### config.mk
export PLATFORM = sky130hd
export DESIGN_NAME = acsp_port
export DESIGN_NICKNAME = d
export VERILOG_FILES = /design/src/core/acsp_pkg.sv /design/src/core/acsp_port.sv
export SDC_FILE = /design/constraint.sdc
export NUM_CORES = 1
export LEC_CHECK = 0
export BUFFER_PORTS_ARGS = -buffer_cell sky130_fd_sc_hd__buf_4
export CAP_MARGIN = 10
export CORE_AREA = 10 10 221 223
export CTS_BUF_LIST = sky130_fd_sc_hd__clkbuf_8
export DETAILED_ROUTE_END_ITERATION = 7
export DIE_AREA = 0 0 231 233
export PLACE_DENSITY = 0.78
export SLEW_MARGIN = 20
export SYNTH_ARGS = -nofsm -noshare
export SYNTH_HDL_FRONTEND = slang
export SYNTH_SLANG_ARGS = --single-unit
### constraint.sdc
create_clock -name clk_sys -period 7.45 [get_ports clk_sys]
set_input_delay 1.1175 -clock clk_sys [delete_from_list [all_inputs] [get_ports clk_sys]]
set_output_delay 1.1175 -clock clk_sys [all_outputs]
set_load 0.005 [all_outputs]
### src/core/acsp_pkg.sv
// Purpose: shared constants and types for the auxiliary control/status port
// Assumes: 25 MHz system clock
// Notes:   offsets are byte addresses on the AXI4-Lite register bus
package acsp_pkg;

  // ---------------------------------------------------------------------------
  // clocking and timing
  // ---------------------------------------------------------------------------
  localparam int unsigned CLK_HZ         = 25_000_000;
  localparam int unsigned HB_FREQ_HZ     = 1;
  localparam int unsigned HB_HALF_CYC    = CLK_HZ / (2 * HB_FREQ_HZ);
  localparam int unsigned DEB_TIME_US    = 10_000;
  localparam int unsigned DEB_CYC        = (CLK_HZ / 1_000_000) * DEB_TIME_US;
  localparam int unsigned BAUD           = 38_400;
  localparam int unsigned BAUD_DIV       = (CLK_HZ + BAUD / 2) / BAUD;
  localparam int unsigned BOX_STEP_US    = 100_000;
  localparam int unsigned BOX_STEP_CYC   = (CLK_HZ / 1_000_000) * BOX_STEP_US;
  localparam int unsigned BOX_STEPS      = 4;

  localparam int unsigned NUM_SNAP       = 5;
  localparam int unsigned NUM_CONTACT    = 7;
  localparam int unsigned SNAP_W         = 3;
  localparam int unsigned NUM_OUT        = 4;
  localparam int unsigned LAT_W          = 16;

  // ---------------------------------------------------------------------------
  // register map
  // ---------------------------------------------------------------------------
  localparam logic [7:0] OFS_CTRL      = 8'h00;
  localparam logic [7:0] OFS_STATUS    = 8'h04;
  localparam logic [7:0] OFS_SNAP_REQ  = 8'h08;
  localparam logic [7:0] OFS_INCIDENT  = 8'h0C;
  localparam logic [7:0] OFS_IRQ_STAT  = 8'h10;
  localparam logic [7:0] OFS_IRQ_EN    = 8'h14;
  localparam logic [7:0] OFS_IRQ_CLR   = 8'h18;
  localparam logic [7:0] OFS_LAT_BASE  = 8'h20;
  localparam logic [7:0] OFS_PAD_BASE  = 8'h30;

  localparam logic [1:0] RESP_OKAY     = 2'h0;
  localparam logic [1:0] RESP_SLVERR   = 2'h2;

  // ctrl bits
  localparam int unsigned CTRL_OPER    = 0;
  localparam int unsigned CTRL_SER485  = 1;
  localparam int unsigned CTRL_SLP_CLR = 2;

  // irq bits
  localparam int unsigned IRQ_SNAP     = 0;
  localparam int unsigned IRQ_MUTE     = 1;
  localparam int unsigned IRQ_SLEEP    = 2;
  localparam int unsigned IRQ_REFUSED  = 3;
  localparam int unsigned IRQ_W        = 4;

  typedef enum logic [1:0] {
    INC_OK    = 2'b00,
    INC_CHECK = 2'b01,
    INC_FAULT = 2'b10
  } acsp_incident_e;

  typedef struct packed {
    logic              valid;
    logic [SNAP_W-1:0] num;
  } acsp_recall_s;

  typedef struct packed {
    logic [3:0] box;
    logic [4:0] num;
  } acsp_ind_s;

endpackage

### src/core/acsp_port.sv
// Purpose: auxiliary contact inputs, relays, heartbeat and snapshot recall
// Assumes: single clock, synchronous active-high reset, AXI4-Lite registers
// Notes:   contact inputs are active low; relays are energise-high
//
// Functional notes
// - contact X grounded mutes outputs
// - contact Y grounded enters deep sleep
// - snapshot input n grounded recalls snapshot n
// - grounded snapshot port blocks software recalls
// - recall accepted from both sources, snapshot inputs and software
// - recall triggers component recall, not module parameters
// - snapshot change starts box pattern, shows number
// - fault relay energised unless fault or unpowered
// - check relay energised unless check or unpowered
// - heartbeat 1 Hz while operating correctly
// - serial link 38.4k baud, one phy only
// - pad outputs to equal latency per module
// - equalisation confined to one drive module
// - incident level fault, check or ok
//
// The register offsets and the AXI4-Lite interface to the registers were chosen for this implementation.
`timescale 1ns/1ps
module acsp_port
  import acsp_pkg::*;
#(
  parameter int unsigned DEB_CYCLES = DEB_CYC,
  parameter int unsigned HB_CYCLES  = HB_HALF_CYC,
  parameter int unsigned BOX_CYCLES = BOX_STEP_CYC
) (
  // clock and reset
  input  wire logic                    clk_sys,
  input  wire logic                    rst,
  // contact inputs, active low: [0]=mute X, [1]=sleep Y, [6:2]=snapshots 1..5
  input  wire logic [NUM_CONTACT-1:0]  contact_n,
  // device outputs
  output logic                         mute_out,
  output logic                         sleep_out,
  output logic                         fault_relay,
  output logic                         check_relay,
  output logic                         heartbeat_out,
  output acsp_ind_s                    indicators,
  output acsp_recall_s                 component_recall,
  output logic                         ser_rs485_sel,
  output logic [15:0]                  ser_baud_div,
  output logic [NUM_OUT*LAT_W-1:0]     pad_delay,
  output logic                         irq,
  // axi4-lite slave
  input  wire logic [7:0]              s_awaddr,
  input  wire logic                    s_awvalid,
  output logic                         s_awready,
  input  wire logic [31:0]             s_wdata,
  input  wire logic [3:0]              s_wstrb,
  input  wire logic                    s_wvalid,
  output logic                         s_wready,
  output logic [1:0]                   s_bresp,
  output logic                         s_bvalid,
  input  wire logic                    s_bready,
  input  wire logic [7:0]              s_araddr,
  input  wire logic                    s_arvalid,
  output logic                         s_arready,
  output logic [31:0]                  s_rdata,
  output logic [1:0]                   s_rresp,
  output logic                         s_rvalid,
  input  wire logic                    s_rready
);

  // ---------------------------------------------------------------------------
  // contact synchronise and debounce
  // ---------------------------------------------------------------------------
  logic [NUM_CONTACT-1:0] sync1_reg, sync2_reg, deb_reg, deb_prev_reg;
  logic [23:0]            deb_cnt_reg [NUM_CONTACT];

  always_ff @(posedge clk_sys) begin
    if (rst) begin
      sync1_reg <= '1;
      sync2_reg <= '1;
    end else begin
      sync1_reg <= contact_n;
      sync2_reg <= sync1_reg;
    end
  end

  always_ff @(posedge clk_sys) begin
    if (rst) begin
      deb_reg      <= '1;
      deb_prev_reg <= '1;
      for (int i = 0; i < NUM_CONTACT; i++) deb_cnt_reg[i] <= '0;
    end else begin
      deb_prev_reg <= deb_reg;
      for (int i = 0; i < NUM_CONTACT; i++) begin
        if (sync2_reg[i] == deb_reg[i]) begin
          deb_cnt_reg[i] <= '0;
        end else if (deb_cnt_reg[i] >= 24'(DEB_CYCLES - 1)) begin
          deb_reg[i]     <= sync2_reg[i];
          deb_cnt_reg[i] <= '0;
        end else begin
          deb_cnt_reg[i] <= deb_cnt_reg[i] + 24'h000001;
        end
      end
    end
  end

  logic [NUM_SNAP-1:0] snap_low, snap_fall;
  assign snap_low  = ~deb_reg[NUM_CONTACT-1:2];
  assign snap_fall = snap_low & deb_prev_reg[NUM_CONTACT-1:2];

  // ---------------------------------------------------------------------------
  // registers
  // ---------------------------------------------------------------------------
  logic [2:0]          ctrl_reg;
  logic [1:0]          incident_reg;
  logic [IRQ_W-1:0]    irq_stat_reg, irq_en_reg;
  logic [LAT_W-1:0]    lat_reg [NUM_OUT];
  logic [SNAP_W-1:0]   snap_cur_reg;
  logic                sleep_reg;
  logic                sw_req;
  logic [SNAP_W-1:0]   sw_num;

  // ---------------------------------------------------------------------------
  // axi4-lite slave
  // ---------------------------------------------------------------------------
  logic       aw_have_reg, w_have_reg;
  logic [7:0] aw_addr_reg;
  logic [31:0] w_data_reg;
  logic       wr_go;

  assign s_awready = !aw_have_reg && !s_bvalid;
  assign s_wready  = !w_have_reg && !s_bvalid;
  assign s_arready = !s_rvalid;
  assign wr_go     = aw_have_reg && w_have_reg && !s_bvalid;

  always_ff @(posedge clk_sys) begin
    if (rst) begin
      aw_have_reg <= 1'b0;
      w_have_reg  <= 1'b0;
      aw_addr_reg <= '0;
      w_data_reg  <= '0;
      s_bvalid    <= 1'b0;
      s_bresp     <= RESP_OKAY;
    end else begin
      if (s_awvalid && s_awready) begin
        aw_have_reg <= 1'b1;
        aw_addr_reg <= s_awaddr;
      end
      if (s_wvalid && s_wready) begin
        w_have_reg <= 1'b1;
        w_data_reg <= s_wdata;
      end
      if (wr_go) begin
        aw_have_reg <= 1'b0;
        w_have_reg  <= 1'b0;
        s_bvalid    <= 1'b1;
        s_bresp     <= wr_known(aw_addr_reg) ? RESP_OKAY : RESP_SLVERR;
      end else if (s_bvalid && s_bready) begin
        s_bvalid <= 1'b0;
      end
    end
  end

  function automatic logic wr_known(input logic [7:0] a);
    return a == OFS_CTRL || a == OFS_SNAP_REQ || a == OFS_INCIDENT ||
           a == OFS_IRQ_EN || a == OFS_IRQ_CLR ||
           (a[7:4] == OFS_LAT_BASE[7:4] && a[1:0] == 2'h0);
  endfunction

  assign sw_req = wr_go && aw_addr_reg == OFS_SNAP_REQ;
  assign sw_num = w_data_reg[SNAP_W-1:0];

  // byte-lane writes are accepted whole; all fields sit in the low byte or two
  always_ff @(posedge clk_sys) begin
    if (rst) begin
      ctrl_reg     <= 3'h0;
      incident_reg <= INC_OK;
      irq_en_reg   <= '0;
      for (int i = 0; i < NUM_OUT; i++) lat_reg[i] <= '0;
    end else if (wr_go) begin
      case (aw_addr_reg)
        OFS_CTRL:     ctrl_reg   <= w_data_reg[2:0];
        OFS_INCIDENT: incident_reg <= (w_data_reg[1:0] == 2'h3) ? INC_FAULT
                                                                : w_data_reg[1:0];
        OFS_IRQ_EN:   irq_en_reg <= w_data_reg[IRQ_W-1:0];
        default: begin
          if (aw_addr_reg[7:4] == OFS_LAT_BASE[7:4])
            lat_reg[aw_addr_reg[3:2]] <= w_data_reg[LAT_W-1:0];
        end
      endcase
    end
  end

  always_ff @(posedge clk_sys) begin
    if (rst) begin
      s_rvalid <= 1'b0;
      s_rdata  <= '0;
      s_rresp  <= RESP_OKAY;
    end else if (s_arvalid && s_arready) begin
      s_rvalid <= 1'b1;
      s_rresp  <= RESP_OKAY;
      case (s_araddr)
        OFS_CTRL:     s_rdata <= {29'h0, ctrl_reg};
        OFS_STATUS:   s_rdata <= {21'h0, ~deb_reg, sleep_reg, snap_cur_reg};
        OFS_INCIDENT: s_rdata <= {30'h0, incident_reg};
        OFS_IRQ_STAT: s_rdata <= {28'h0, irq_stat_reg};
        OFS_IRQ_EN:   s_rdata <= {28'h0, irq_en_reg};
        default: begin
          s_rdata <= '0;
          if (s_araddr[7:4] == OFS_LAT_BASE[7:4] && s_araddr[1:0] == 2'h0)
            s_rdata <= {16'h0, lat_reg[s_araddr[3:2]]};
          else if (s_araddr[7:4] == OFS_PAD_BASE[7:4] && s_araddr[1:0] == 2'h0)
            s_rdata <= {16'h0, pad_delay[s_araddr[3:2]*LAT_W +: LAT_W]};
          else if (s_araddr != OFS_SNAP_REQ && s_araddr != OFS_IRQ_CLR)
            s_rresp <= RESP_SLVERR;
        end
      endcase
    end else if (s_rready) begin
      s_rvalid <= 1'b0;
    end
  end

  // ---------------------------------------------------------------------------
  // snapshot recall arbitration
  // ---------------------------------------------------------------------------
  logic [SNAP_W-1:0] port_num;
  logic              sw_ok, sw_refused;

  always_comb begin
    port_num = '0;
    for (int i = NUM_SNAP - 1; i >= 0; i--)
      if (snap_fall[i]) port_num = SNAP_W'(i + 1);
  end

  assign sw_ok      = sw_req && snap_low == '0 && sw_num >= 3'h1 && sw_num <= 3'(NUM_SNAP);
  assign sw_refused = sw_req && !sw_ok;

  always_ff @(posedge clk_sys) begin
    if (rst) begin
      snap_cur_reg     <= '0;
      component_recall <= '0;
    end else begin
      component_recall.valid <= 1'b0;
      if (port_num != '0) begin
        snap_cur_reg     <= port_num;
        component_recall <= '{valid: 1'b1, num: port_num};
      end else if (sw_ok) begin
        snap_cur_reg     <= sw_num;
        component_recall <= '{valid: 1'b1, num: sw_num};
      end
    end
  end

  logic snap_change;
  assign snap_change = (port_num != '0 && port_num != snap_cur_reg) ||
                       (port_num == '0 && sw_ok && sw_num != snap_cur_reg);

  // ---------------------------------------------------------------------------
  // indicators
  // ---------------------------------------------------------------------------
  logic [23:0] box_cnt_reg;
  logic [2:0]  box_step_reg;

  always_ff @(posedge clk_sys) begin
    if (rst) begin
      box_cnt_reg  <= '0;
      box_step_reg <= '0;
    end else if (snap_change) begin
      box_cnt_reg  <= '0;
      box_step_reg <= 3'(BOX_STEPS);
    end else if (box_step_reg != '0) begin
      if (box_cnt_reg >= 24'(BOX_CYCLES - 1)) begin
        box_cnt_reg  <= '0;
        box_step_reg <= box_step_reg - 3'h1;
      end else begin
        box_cnt_reg <= box_cnt_reg + 24'h000001;
      end
    end
  end

  always_ff @(posedge clk_sys) begin
    if (rst) begin
      indicators <= '0;
    end else begin
      indicators.box <= (box_step_reg == '0) ? 4'h0
                        : 4'((6'h20 >> box_step_reg) - 6'h1);
      indicators.num <= 5'((6'h1 << snap_cur_reg) - 6'h1);
    end
  end

  // ---------------------------------------------------------------------------
  // mute, sleep, relays, heartbeat
  // ---------------------------------------------------------------------------
  always_ff @(posedge clk_sys) begin
    if (rst) begin
      mute_out  <= 1'b0;
      sleep_reg <= 1'b0;
    end else begin
      mute_out <= ~deb_reg[0];
      if (~deb_reg[1] && deb_prev_reg[1])
        sleep_reg <= 1'b1;
      else if (wr_go && aw_addr_reg == OFS_CTRL && w_data_reg[CTRL_SLP_CLR])
        sleep_reg <= 1'b0;
    end
  end
  assign sleep_out = sleep_reg;

  always_ff @(posedge clk_sys) begin
    if (rst) begin
      fault_relay <= 1'b0;
      check_relay <= 1'b0;
    end else begin
      fault_relay <= ctrl_reg[CTRL_OPER] && incident_reg != INC_FAULT;
      check_relay <= ctrl_reg[CTRL_OPER] && incident_reg != INC_CHECK;
    end
  end

  logic [23:0] hb_cnt_reg;
  always_ff @(posedge clk_sys) begin
    if (rst) begin
      hb_cnt_reg    <= '0;
      heartbeat_out <= 1'b0;
    end else if (ctrl_reg[CTRL_OPER] && incident_reg != INC_FAULT) begin
      if (hb_cnt_reg >= 24'(HB_CYCLES - 1)) begin
        hb_cnt_reg    <= '0;
        heartbeat_out <= ~heartbeat_out;
      end else begin
        hb_cnt_reg <= hb_cnt_reg + 24'h000001;
      end
    end
  end

  assign ser_rs485_sel = ctrl_reg[CTRL_SER485];
  assign ser_baud_div  = 16'(BAUD_DIV);

  // ---------------------------------------------------------------------------
  // latency equalisation for one drive module
  // ---------------------------------------------------------------------------
  function automatic logic [LAT_W-1:0] max_lat(input logic [LAT_W-1:0] a, b);
    return (a > b) ? a : b;
  endfunction

  logic [LAT_W-1:0] lat_max;
  always_comb begin
    lat_max = '0;
    for (int i = 0; i < NUM_OUT; i++) lat_max = max_lat(lat_max, lat_reg[i]);
  end

  always_ff @(posedge clk_sys) begin
    if (rst) pad_delay <= '0;
    else for (int i = 0; i < NUM_OUT; i++)
      pad_delay[i*LAT_W +: LAT_W] <= lat_max - lat_reg[i];
  end

  // ---------------------------------------------------------------------------
  // interrupts
  // ---------------------------------------------------------------------------
  logic [IRQ_W-1:0] irq_set, irq_clr;
  assign irq_set = {sw_refused, ~deb_reg[1] & deb_prev_reg[1],
                    ~deb_reg[0] & deb_prev_reg[0], component_recall.valid};
  assign irq_clr = (wr_go && aw_addr_reg == OFS_IRQ_CLR) ? w_data_reg[IRQ_W-1:0] : '0;

  // set wins over clear
  always_ff @(posedge clk_sys) begin
    if (rst) irq_stat_reg <= '0;
    else     irq_stat_reg <= (irq_stat_reg & ~irq_clr) | irq_set;
  end
  assign irq = |(irq_stat_reg & irq_en_reg);

endmodule // acsp_port

; Word level (Yosys, flattened, before mapping)
; Memory sizes are Yosys's and may differ from the RTL's.
; Cells that the tools add are included.
[classes]
addsub = 16
n_lt_le_gt_ge = 15
n_eq_ne = 25
shift = 3
mux = 142
n_bitwise = 40
n_reduce_logical = 72
[op_table]
columns = operator, count
row1 = 24-bit 2-to-1 mux, 23
row2 = "24-bit by 1-bit adder with 24-bit output, second input constant", 9
row3 = "24-bit by 18-bit greater-or-equal comparator with 1-bit output, second input constant", 7
row4 = 16-bit 2-to-1 mux, 7
row5 = 1-bit 2-to-1 mux, 91
row6 = 16-bit case mux with 5 select lines, 1
row7 = 64-bit by 7-bit variable part select with 16-bit output, 1
row8 = 16-bit subtractor, 4
row9 = 16-bit > comparator, 3
row10 = "8-bit by 5-bit equality test with 1-bit output, second input constant", 4
row11 = 3-bit 2-to-1 mux, 10
row12 = 1-bit logical AND, 26
row13 = 2-bit AND reduction, 13
row14 = "8-bit by 4-bit equality test with 1-bit output, second input constant", 3
row15 = "24-bit by 22-bit greater-or-equal comparator with 1-bit output, second input constant", 1
row16 = "24-bit greater-or-equal comparator, second input constant", 1
row17 = 1-bit OR, 21
row18 = "1-bit by 16-bit > comparator with 1-bit output, first input constant", 1
row19 = 8-bit zero test, 2
row20 = 16-bit OR reduction, 1
row21 = 2-bit 2-to-1 mux, 7
row22 = "4-bit by 2-bit equality test with 1-bit output, second input constant", 3
row23 = 4-bit 2-to-1 mux, 3
row24 = 2-bit nonzero test, 6
row25 = 33 further kinds, 65
[word_totals]
regBits = 241
ramBits = 232
input_bits = 66
out_inout_bits = 141
elab_cells = 353
mem_count = 2
[mem_list]
columns = memory, words, word_bits, rd, rd_clocked_by_memory_dff, write_ports, line_no
row1 = deb_cnt_reg, 7, 24, 7, 0, 7, acsp_port.sv:71  ; logic [23:0] deb_cnt_reg [NUM_CONTACT];
row2 = lat_reg, 4, 16, 5, 0, 4, acsp_port.sv:113  ; logic [LAT_W-1:0] lat_reg [NUM_OUT];

; Depth between registers and ports, before layout
; Gate-level depths: netlist (run 1).
[logic_depth]
word_depth = 13
mapped_depth = 37
depth_no_buf = 34

; Least setup slack after synthesis (run 1)
; OpenSTA, ideal clock, no wires.
[synth_timing]
path_type = reg-to-reg
start = mem lat_reg[1][1]
end = reg pad_delay[62]
setup_ns = 0.121
arrival_time_ns = 7.691
required_time_ns = 7.329
setup_slack_ns = -0.361
path_stages_with_launch = 36
path_buffers = 4
period_less_slack_ns = 7.811
path_cell_list = edfxtp_1 inv_1 ha_1 nor2b_4 o211ai_2 a2111oi_4 nor3_2 nor2_4 buf_12 mux2i_1 ha_1 nand4_2 or4_4 a21oi_2 nor3_1 nor2_4 buf_6 mux2_2 ha_1 nand4_1 nor4_1 a211oi_1 a31oi_1 and2_2 clkbuf_8 buf_2 mux2_2 ha_1 nor2b_1 o21a_1 o21ai_0 a21oi_1 a211oi_1 a21oi_1 a31oi_1 mux2_2
[synth_lines]
columns = element, line_no
row1 = from (decl), acsp_port.sv:113
row2 = "to (signal, indexed assignment)", acsp_port.sv:348  ; pad_delay[i*LAT_W +: LAT_W] <= lat_max - lat_reg[i];
row3 = to (decl), acsp_port.sv:45  ; output logic [NUM_OUT*LAT_W-1:0] pad_delay,

==> flow_summary.json, run 1 <==
{
  "worst_slew_pin_slew_ns": 1.080,
  "first_pass_iters": 5,
  "drt_iter0_drc": 1725,
  "fin_crit_ns": 7.837,
  "reg2reg_slack_ns": -0.39,
  "power_frac_clock_pct": 34.0,
  "layout-drive-gt1-share_pct": 23.02,
  "largest_reg_flops": 168,
  "port-buffer-count": 152,
  "root_buffer": "clkbuf_8",
  "cpMostUsedCell": "nand4_1",
  "crit_family": "simple AND/OR/NAND/NOR gates",
  "worstPathArrival_ns": 8.41,
  "clk_latency_ns": 0.67,
  "mostFrequentLayoutCell": "nor2_1",
  "pre_cts_ws_ns": -0.6873,
  "busiest_layer": "met2",
  "drv_slew": 0,
  "min_period_over_period_pct": 105.2,
  "ys.flop_type": "edfxtp_1",
  "setup_slack_ns": -0.3868,
  "max-slew-margin-rel_pct": 28.01,
  "syn_inst": 2418,
  "routed_wl_mm": 68.51,
  "gr-total-overflow": 0,
  "pwr-share-seq_pct": 40.3,
  "syn_area_mm2": 0.02417,
  "die_h_um": 233,
  "hpwl_mm": 48.60,
  "die-area_mm2": 0.05382,
  "finalNetCount": 3156,
  "placed_area_mm2": 0.02758,
  "ys_seq_area_share_pct": 47.30,
  "met3_usage_pct": 4.502,
  "finClkSkew_ns": 0.03940,
  "grt_pass1_wl_mm": 103.0,
  "grt_pass1_vias": 19810,
  "failed_checks": "negative setup slack",
  "drv_cap": 0,
  "swShare_pct": 29.64,
  "min_path_type": "reg -> reg",
  "gp_congestion": 1.014,
  "hold_viol": 0,
  "setup_viol": 34,
  "hold_buffers": 0,
  "synthArstFlopShare_pct": 0,
  "crit_fanout": 7,
  "post-route-util_pct": 69.30,
  "slowest_stage": "or4_4",
  "outcome": "complete, but fails checks",
  "post_synth.cell_area_avg_um2": 9.996,
  "path_class": "reg -> reg",
  "worstPathRequired_ns": 8.03,
  "rows": 77,
  "rsz0062_at_grt": "yes",
  "routedWlPerCell_um": 18.92,
  "io_pins": 207,
  "crit_path_start_kind": "flop",
  "combPwrFrac_pct": 25.7,
  "ys_ff_latch": 455,
  "crit_path_end_kind": "flop",
  "drc": 0,
  "cpPeakStageDelay_ns": 0.54,
  "final_cell_mix": "nor2_1 (394), buf_4 (324), conb_1 (244), edfxtp_1 (232), dfxtp_1 (223)",
  "htree_levels": 3,
  "ys_types": 88,
  "synth_edf_count": 232,
  "grt.met1_usage_pct": 28.51,
  "ir_drop_v": 0.0002214,
  "tritoncts": "yes",
  "cts_made_buffers": 78,
  "intPower_w": 0.005198,
  "grt_max_degree": 91,
  "p_sw_w": 0.002190,
  "post_drt_via_cell_ratio": 5.547,
  "core_mm2": 0.04412,
  "fmax_mhz": 127.6,
  "start_util_pct": 54.78,
  "ant_nets": 0,
  "cp_num_buf_inv": 4,
  "num_vias": 20090,
  "power_density_mw_per_mm2": 241.6,
  "clock_sinks": 455,
  "p_leak_nw": 12.62,
  "clkTransAtPathRegs_ns": 0.07,
  "grtUsageMet2_pct": 40.91,
  "antenna_found_initial": 1,
  "fin_area_mm2": 0.03058,
  "cts_max_path_buffers": 3,
  "ys_warn_count": 0,
  "grt_use_total_pct": 24.06,
  "areaGrowthSynthToFinish_pct": 26.53,
  "die_w_um": 231
}
==> per-layer routing <==
metal	vias up	part of all wire [%]
met5	-	0
li1	9366	-
met1	9674	39
met2	839	49
met3	208	7.3
met4	0	5.4
==> layout make-up <==
class,count,area (um2)
antenna,1,2.502
clock buffer,100,1376
clock inverter,46,396.6
fill,3208,13540
inverter,108,405.4
multi-input combinational,1981,13610
sequential,455,11430
tap,592,740.7
timing repair buffer,338,2616
==> what timing repair did <==
action,in CTS,in global routing
pin swaps,53,48
buffers inserted,20,13
endpoints found under the setup margin,37,44
gates resized for setup,102,72
==> cells by family (layout without fill, tap and decap cells) <==
family | count (synthesis) | count (layout) | synth area share, %
simple gates | 968 | 968 | 19.06
flops | 455 | 455 | 47.30
compound gates | 334 | 334 | 8.847
buf+inv | 224 | 592 | 4.240
xor+xnor | 197 | 197 | 7.139
fa+ha+maj | 128 | 128 | 6.751
mux | 110 | 110 | 6.637
other cells | 2 | 245 | 0.03107
==> cells in the mapped netlist (17+ instances only) <==
master      n  share of area (%)
nor2_1    396                6.2
edfxtp_1  232                 29
dfxtp_1   223                 18
nand2_1   197                3.1
ha_1      124                6.4
a21oi_1   115                2.4
xor2_1    114                4.1
inv_1     107                1.7
xnor2_1    83                3.0
o21ai_0    70                1.4
nand3_1    68                1.4
clkbuf_1   56               0.87
and3_1     52                1.3
nor3_1     44               0.91
mux2i_1    41                1.7
buf_4      37                1.1
nand4_1    36               0.93
mux4_2     34                3.2
nor2b_1    28               0.72
nand2b_1   26               0.67
mux2_2     25                1.2
or2_2      24               0.62
o21a_1     21               0.65
or3_1      19               0.49
a211oi_1   18               0.56
and2_1     17               0.44
==> power by group through the flow <==
stage / combinational [W] / sequential, W / clock, W
floorplan: 0.000917 / 0.00296 / 0
global placement: 0.00151 / 0.00301 / 0
detailed placement: 0.00154 / 0.00302 / 0
CTS: 0.00170 / 0.00297 / 0.00254
global route: 0.00202 / 0.00299 / 0.00266
finish: 0.00190 / 0.00298 / 0.00251
==> worst register-to-register path: cells and delay by family, from the launching register on <==
family | cells | cell delay [ns]
buffers and inverters | 4 | 0.60
AND/OR/NAND/NOR | 12 | 2.42
AO/OA/AOI/OAI | 9 | 2.21
adder cells (fa/ha/maj) | 4 | 1.06
flip-flops | 1 | 0.37
multiplexers | 4 | 1.08
==> per-stage QoR <==
step	power, W	TNS [ns]	instances	hold WS [ns]
after floorplan	0.003879	-0.02020	2660	0.3895
after global placement	0.004520	-4.249	3441	0.3951
after detailed placement	0.004563	-10.67	3441	0.3945
after CTS	0.007216	-0.8026	3607	0.4096
after global routing	0.007669	-14.59	3621	0.4398
final	0.007387	-6.649	3621	0.4072
==> path summary, 6_finish.rpt <==
kind,from,cells past startpoint,end
setup / recovery,lat_reg[1][15],33,pad_delay[31]
hold / removal,sync1_reg[5],1,sync2_reg[5]
setup reg to reg,lat_reg[1][15],33,pad_delay[31]
hold reg to reg,sync1_reg[5],1,sync2_reg[5]
Power figures use the tool's default switching activity.
==> inputs of run 2 (changes only) <==
--- a/config.mk
+++ b/config.mk
@@ -11,7 +11,7 @@
 export CTS_BUF_LIST = sky130_fd_sc_hd__clkbuf_8
 export DETAILED_ROUTE_END_ITERATION = 7
 export DIE_AREA = 0 0 231 233
-export PLACE_DENSITY = 0.78
+export PLACE_DENSITY = 0.75
 export SLEW_MARGIN = 20
 export SYNTH_ARGS = -nofsm -noshare
 export SYNTH_HDL_FRONTEND = slang
==> constraint.sdc (replaced) <==
create_clock -name clk_sys -period 7.79 [get_ports clk_sys]
set_input_delay 1.1685 -clock clk_sys [delete_from_list [all_inputs] [get_ports clk_sys]]
set_output_delay 1.1685 -clock clk_sys [all_outputs]
set_load 0.005 [all_outputs]
==> flow_summary.json, run 2 (synthesis gave the netlist of run 1 again) <==
{
  "final.setup.tns_ns": -1.522,
  "layoutNonFillerInstCount": 3622,
  "largest_reg_flops": 168,
  "drc": 0,
  "whs_ns": 0.4164,
  "min_path_type": "reg -> reg",
  "grt_pass1_wl_mm": 99.42,
  "drv_cap": 0,
  "outcome": "complete, but fails checks",
  "ir_drop_v": 0.0001286,
  "io_pins": 207,
  "min_period_over_period_pct": 103.3,
  "num_vias": 19460,
  "fin_crit_ns": 8.046,
  "setup.worst_path.start": "lat_reg[0][14]",
  "hpwl_mm": 48.24,
  "finalNetCount": 3167,
  "areaGrowthSynthToFinish_pct": 25.79,
  "layout-drive-gt1-share_pct": 22.58,
  "path_class": "reg -> reg",
  "ant_nets": 0,
  "dp_cells": 3456,
  "grt_max_degree": 73,
  "antenna_found_initial": 2,
  "grt_pass1_vias": 19050,
  "routed_wl_mm": 65.67,
  "finClkSkew_ns": 0.01576,
  "gr-total-overflow": 0,
  "hold_buffers": 0,
  "setup_slack_ns": -0.2562,
  "cpPeakStageDelay_ns": 0.56,
  "clkTransAtPathRegs_ns": 0.06,
  "die_h_um": 233,
  "core_mm2": 0.04412,
  "worst_slew_pin_slew_ns": 1.078,
  "mostFrequentLayoutCell": "nor2_1",
  "htree_levels": 3,
  "drv_slew": 0,
  "first_pass_iters": 6,
  "cts_max_path_buffers": 3,
  "slowest_stage": "or4_4",
  "worstPathRequired_ns": 8.38,
  "grt_use_total_pct": 23.19,
  "p_leak_nw": 12.54,
  "crit_path_start_kind": "flop",
  "start_util_pct": 54.78,
  "cts_made_buffers": 77,
  "max-slew-margin-rel_pct": 28.16,
  "routedWlPerCell_um": 18.13,
  "min-delay-start": "sync1_reg[1]",
  "power_density_mw_per_mm2": 220.3,
  "failed_checks": "negative setup slack",
  "fmax_mhz": 124.3,
  "r2r-start": "lat_reg[0][14]",
  "post_drt_via_cell_ratio": 5.372,
  "hold_viol": 0,
  "port-buffer-count": 152,
  "crit_fanout": 8,
  "clock_sinks": 455,
  "root_buffer": "clkbuf_8",
  "setup_viol": 17,
  "final_cell_mix": "nor2_1 (392), buf_4 (335), conb_1 (244), edfxtp_1 (232), dfxtp_1 (223)",
  "tritoncts": "yes",
  "die_w_um": 231,
  "gp_congestion": 0.9543,
  "rsz0062_at_grt": "yes",
  "die-area_mm2": 0.05382,
  "drt_iter0_drc": 1520,
  "clk_latency_ns": 0.65,
  "crit_path_end_kind": "flop",
  "rows": 77,
  "worstPathArrival_ns": 8.63
}
run 2: final timing paths:
| kind | endpoint | slack [ns] | cells after the start |
|---|---|---|---|
| hold reg to reg | sync2_reg[1] | 0.42 | 1 |
| hold / removal | sync2_reg[1] | 0.42 | 1 |
| setup reg to reg | pad_delay[31] | -0.26 | 36 |
| setup / recovery | pad_delay[31] | -0.26 | 36 |
run 2: repair_timing:
action / 4_1_cts / 5_1_grt
setup endpoints to repair: 16 / 36
resized for setup: 38 / 125
buffers inserted: 6 / 25
pin swaps: 13 / 76
run 2: worst max-delay path, delay by kind of cell, from the launching register on:
family                     cells  cell delay [ns]
AOI/OAI and AO/OA              8             2.04
adders and majority gates      4             1.02
buffers and inverters          7             0.98
DFF                            1             0.43
muxes                          4             1.08
and+or+nand+nor               13             2.41
run 2: layer usage:
| metal | GRT usage (%) | vias to the layer above | share of wire, % |
|---|---|---|---|
| met4 | 8.592 | 0 | 3.3 |
| met2 | 39.56 | 608 | 49 |
| li1 | - | 9369 | - |
| met1 | 29.09 | 9341 | 41 |
| met5 | 0 | - | 0 |
| met3 | 3.906 | 141 | 6.9 |
run 2: where the power goes:
part | switching, W | leakage, nW | internal, W | total, W
clock network | 0.000966 | 0.860 | 0.00114 | 0.00211
registers | 0.000157 | 4.20 | 0.00269 | 0.00285
logic | 0.000866 | 7.48 | 0.000870 | 0.00174
run 2: layout make-up:
class                      count  area [um2]
antenna                        1       2.502
tap                          592       740.7
clock buffer                  96        1321
sequential                   455       11430
multi-input combinational   1981       13580
clock inverter                39       207.7
timing repair buffer         350        2719
inverter                     108       405.4
fill                        3381       13720
run 2: metrics by stage:
stage	instance area, um2	setup WS, ns	total power, W	utilization (%)
after floorplan	25080	0.02649	0.003696	-
after global placement	27670	-0.1291	0.004339	62.72
after detailed placement	27680	-0.3150	0.004368	62.72
after CTS	29430	-0.01133	0.006532	66.69
after global routing	30400	-0.4076	0.006986	68.90
final	30400	-0.2562	0.006697	68.90
==> inputs of run 3 (changes only) <==
--- a/config.mk
+++ b/config.mk
@@ -5,13 +5,15 @@
 export SDC_FILE = /design/constraint.sdc
 export NUM_CORES = 1
 export LEC_CHECK = 0
+export ABC_CLOCK_PERIOD_IN_PS = 7790
 export BUFFER_PORTS_ARGS = -buffer_cell sky130_fd_sc_hd__buf_4
 export CAP_MARGIN = 10
-export CORE_AREA = 10 10 221 223
+export CORE_AREA = 10 10 274 276
 export CTS_BUF_LIST = sky130_fd_sc_hd__clkbuf_8
 export DETAILED_ROUTE_END_ITERATION = 7
-export DIE_AREA = 0 0 231 233
-export PLACE_DENSITY = 0.75
+export DIE_AREA = 0 0 284 286
+export PLACE_DENSITY = 0.52
+export SETUP_SLACK_MARGIN = 0.4
 export SLEW_MARGIN = 20
 export SYNTH_ARGS = -nofsm -noshare
 export SYNTH_HDL_FRONTEND = slang
==> flow_summary.json, run 3 (synthesis gave the netlist of run 1 again) <==
{
  "outcome": "complete, but fails checks",
  "failed_checks": "negative setup slack",
  "drc": 0,
  "cts_max_path_buffers": 3,
  "whs_endpoint": "sync2_reg[2]",
  "min-delay-start": "sync1_reg[2]",
  "reg2reg_slack_ns": -0.07,
  "whs_path_depth": 1,
  "drv_cap": 0,
  "setup_slack_ns": -0.06566,
  "antenna_found_initial": 1,
  "cpPeakStageDelay_ns": 0.60,
  "cpMostUsedCell": "ha_4",
  "min_period_over_period_pct": 100.8,
  "grt_pass1_vias": 19340,
  "fin_area_mm2": 0.03109,
  "hold_viol": 0,
  "setup_viol": 1,
  "crit_fanout": 7,
  "crit_path_end_kind": "flop",
  "finalNetCount": 3164,
  "ir_drop_v": 0.0001796,
  "first_pass_iters": 5,
  "io_pins": 207,
  "ant_nets": 0,
  "areaGrowthSynthToFinish_pct": 28.63,
  "ff2ff_path_depth": 34,
  "grt_max_degree": 69,
  "clk_latency_ns": 0.69,
  "rsz0062_at_grt": "yes",
  "post-route-util_pct": 44.71,
  "routed_wl_mm": 70.40,
  "worstPathArrival_ns": 8.46,
  "power_density_mw_per_mm2": 225.9,
  "nFillCells": 6699,
  "root_buffer": "clkbuf_8",
  "drv_slew": 0,
  "mostFrequentLayoutCell": "nor2_1",
  "max-slew-margin-rel_pct": 32.67,
  "grt_pass1_wl_mm": 108.8,
  "rr_endpoint": "pad_delay[31]",
  "setup.worst_path.start": "lat_reg[0][1]",
  "finClkSkew_ns": 0.04187,
  "port-buffer-count": 152,
  "fmax_mhz": 127.3,
  "largest_reg_flops": 168,
  "fin_crit_ns": 7.856,
  "p_leak_nw": 12.72,
  "gp_congestion": 0.8788,
  "routedWlPerCell_um": 17.68,
  "path_class": "reg -> reg",
  "worstPathRequired_ns": 8.40,
  "pre_cts_ws_ns": -0.2512,
  "r2r-start": "lat_reg[0][1]",
  "post_drt_via_cell_ratio": 4.796,
  "clkTransAtPathRegs_ns": 0.06,
  "die-area_mm2": 0.08122,
  "clock_sinks": 455,
  "cts_made_buffers": 85,
  "die_h_um": 286,
  "core_mm2": 0.06954,
  "hold_buffers": 0,
  "die_w_um": 284,
  "min_path_type": "reg -> reg",
  "tritoncts": "yes",
  "start_util_pct": 34.75,
  "whs_ns": 0.4114,
  "final.setup.tns_ns": -0.06566,
  "num_vias": 19090,
  "rows": 97,
  "worst_slew_pin_slew_ns": 1.009,
  "htree_levels": 3,
  "crit_path_start_kind": "flop",
  "drt_iter0_drc": 1064,
  "final_cell_mix": "nor2_1 (393), buf_4 (318), conb_1 (244), edfxtp_1 (232), dfxtp_1 (223)",
  "hpwl_mm": 52.82,
  "gr-total-overflow": 0,
  "slowest_stage": "or4_4",
  "placed_area_mm2": 0.02820,
  "grt_use_total_pct": 16.92,
  "layout-drive-gt1-share_pct": 23.26
}
run 3: how the worst max path moves through the flow:
| stage | slack (ns) | cells after the start | to |
|---|---|---|---|
| floorplan | 0.37 | 35 | pad_delay[30] |
| global placement | -0.22 | 35 | pad_delay[44] |
| detailed placement | -0.25 | 35 | pad_delay[44] |
| CTS | -0.004 | 32 | pad_delay[31] |
| global route | -0.31 | 34 | pad_delay[31] |
| finish | -0.07 | 34 | pad_delay[31] |
run 3: power by group:
part / leakage, nW / switching, W / internal [W] / total, W
Sequential: 4.20 / 0.000139 / 0.00269 / 0.00283
Combinational: 7.50 / 0.000930 / 0.000906 / 0.00184
Clock: 1.02 / 0.00105 / 0.00131 / 0.00235
run 3: per-layer routing:
layer / track usage (%) / vias to the layer above / share of wire, %
met2: 28.98 / 401 / 48
met4: 5.702 / 0 / 3.0
met5: 0 / - / 0
li1: - / 9386 / -
met1: 21.21 / 9193 / 44
met3: 3.100 / 111 / 4.6
run 3: cell type report:
type	count	area (um2)	share of cell area [%]
multi-input cells	1981	13690	44.02
clock inverters	53	302.8	0.9739
inverters	108	405.4	1.304
flip-flops and latches	455	11430	36.77
repair buffers	339	2654	8.536
clock buffers	104	1431	4.604
diodes	1	2.502	0.008049
well taps	940	1176	3.783
run 3: repair_timing:
| item | CTS | global route |
|---|---|---|
| endpoints found under the setup margin | 40 | 47 |
| pin swaps | 52 | 48 |
| gates resized for setup | 98 | 73 |
| setup buffers | 16 | 12 |
run 3: critical path: cells and delay by family, from the launching register on:
family / cells / cell delay, ns
buffers and inverters: 4 / 0.59
AND/OR/NAND/NOR: 11 / 2.19
flip-flops: 1 / 0.43
adder cells (fa/ha/maj): 4 / 0.97
multiplexers: 4 / 1.05
AO/OA/AOI/OAI: 11 / 2.56
run 3: stage by stage:
| step | cells | power [W] |
|---|---|---|
| 2_1_floorplan | 2660 | 0.003735 |
| 3_3_place_gp | 3795 | 0.004429 |
| 3_5_place_dp | 3795 | 0.004441 |
| 4_1_cts | 3968 | 0.006990 |
| 5_1_grt | 3981 | 0.007382 |
| 6_report | 3981 | 0.007024 |
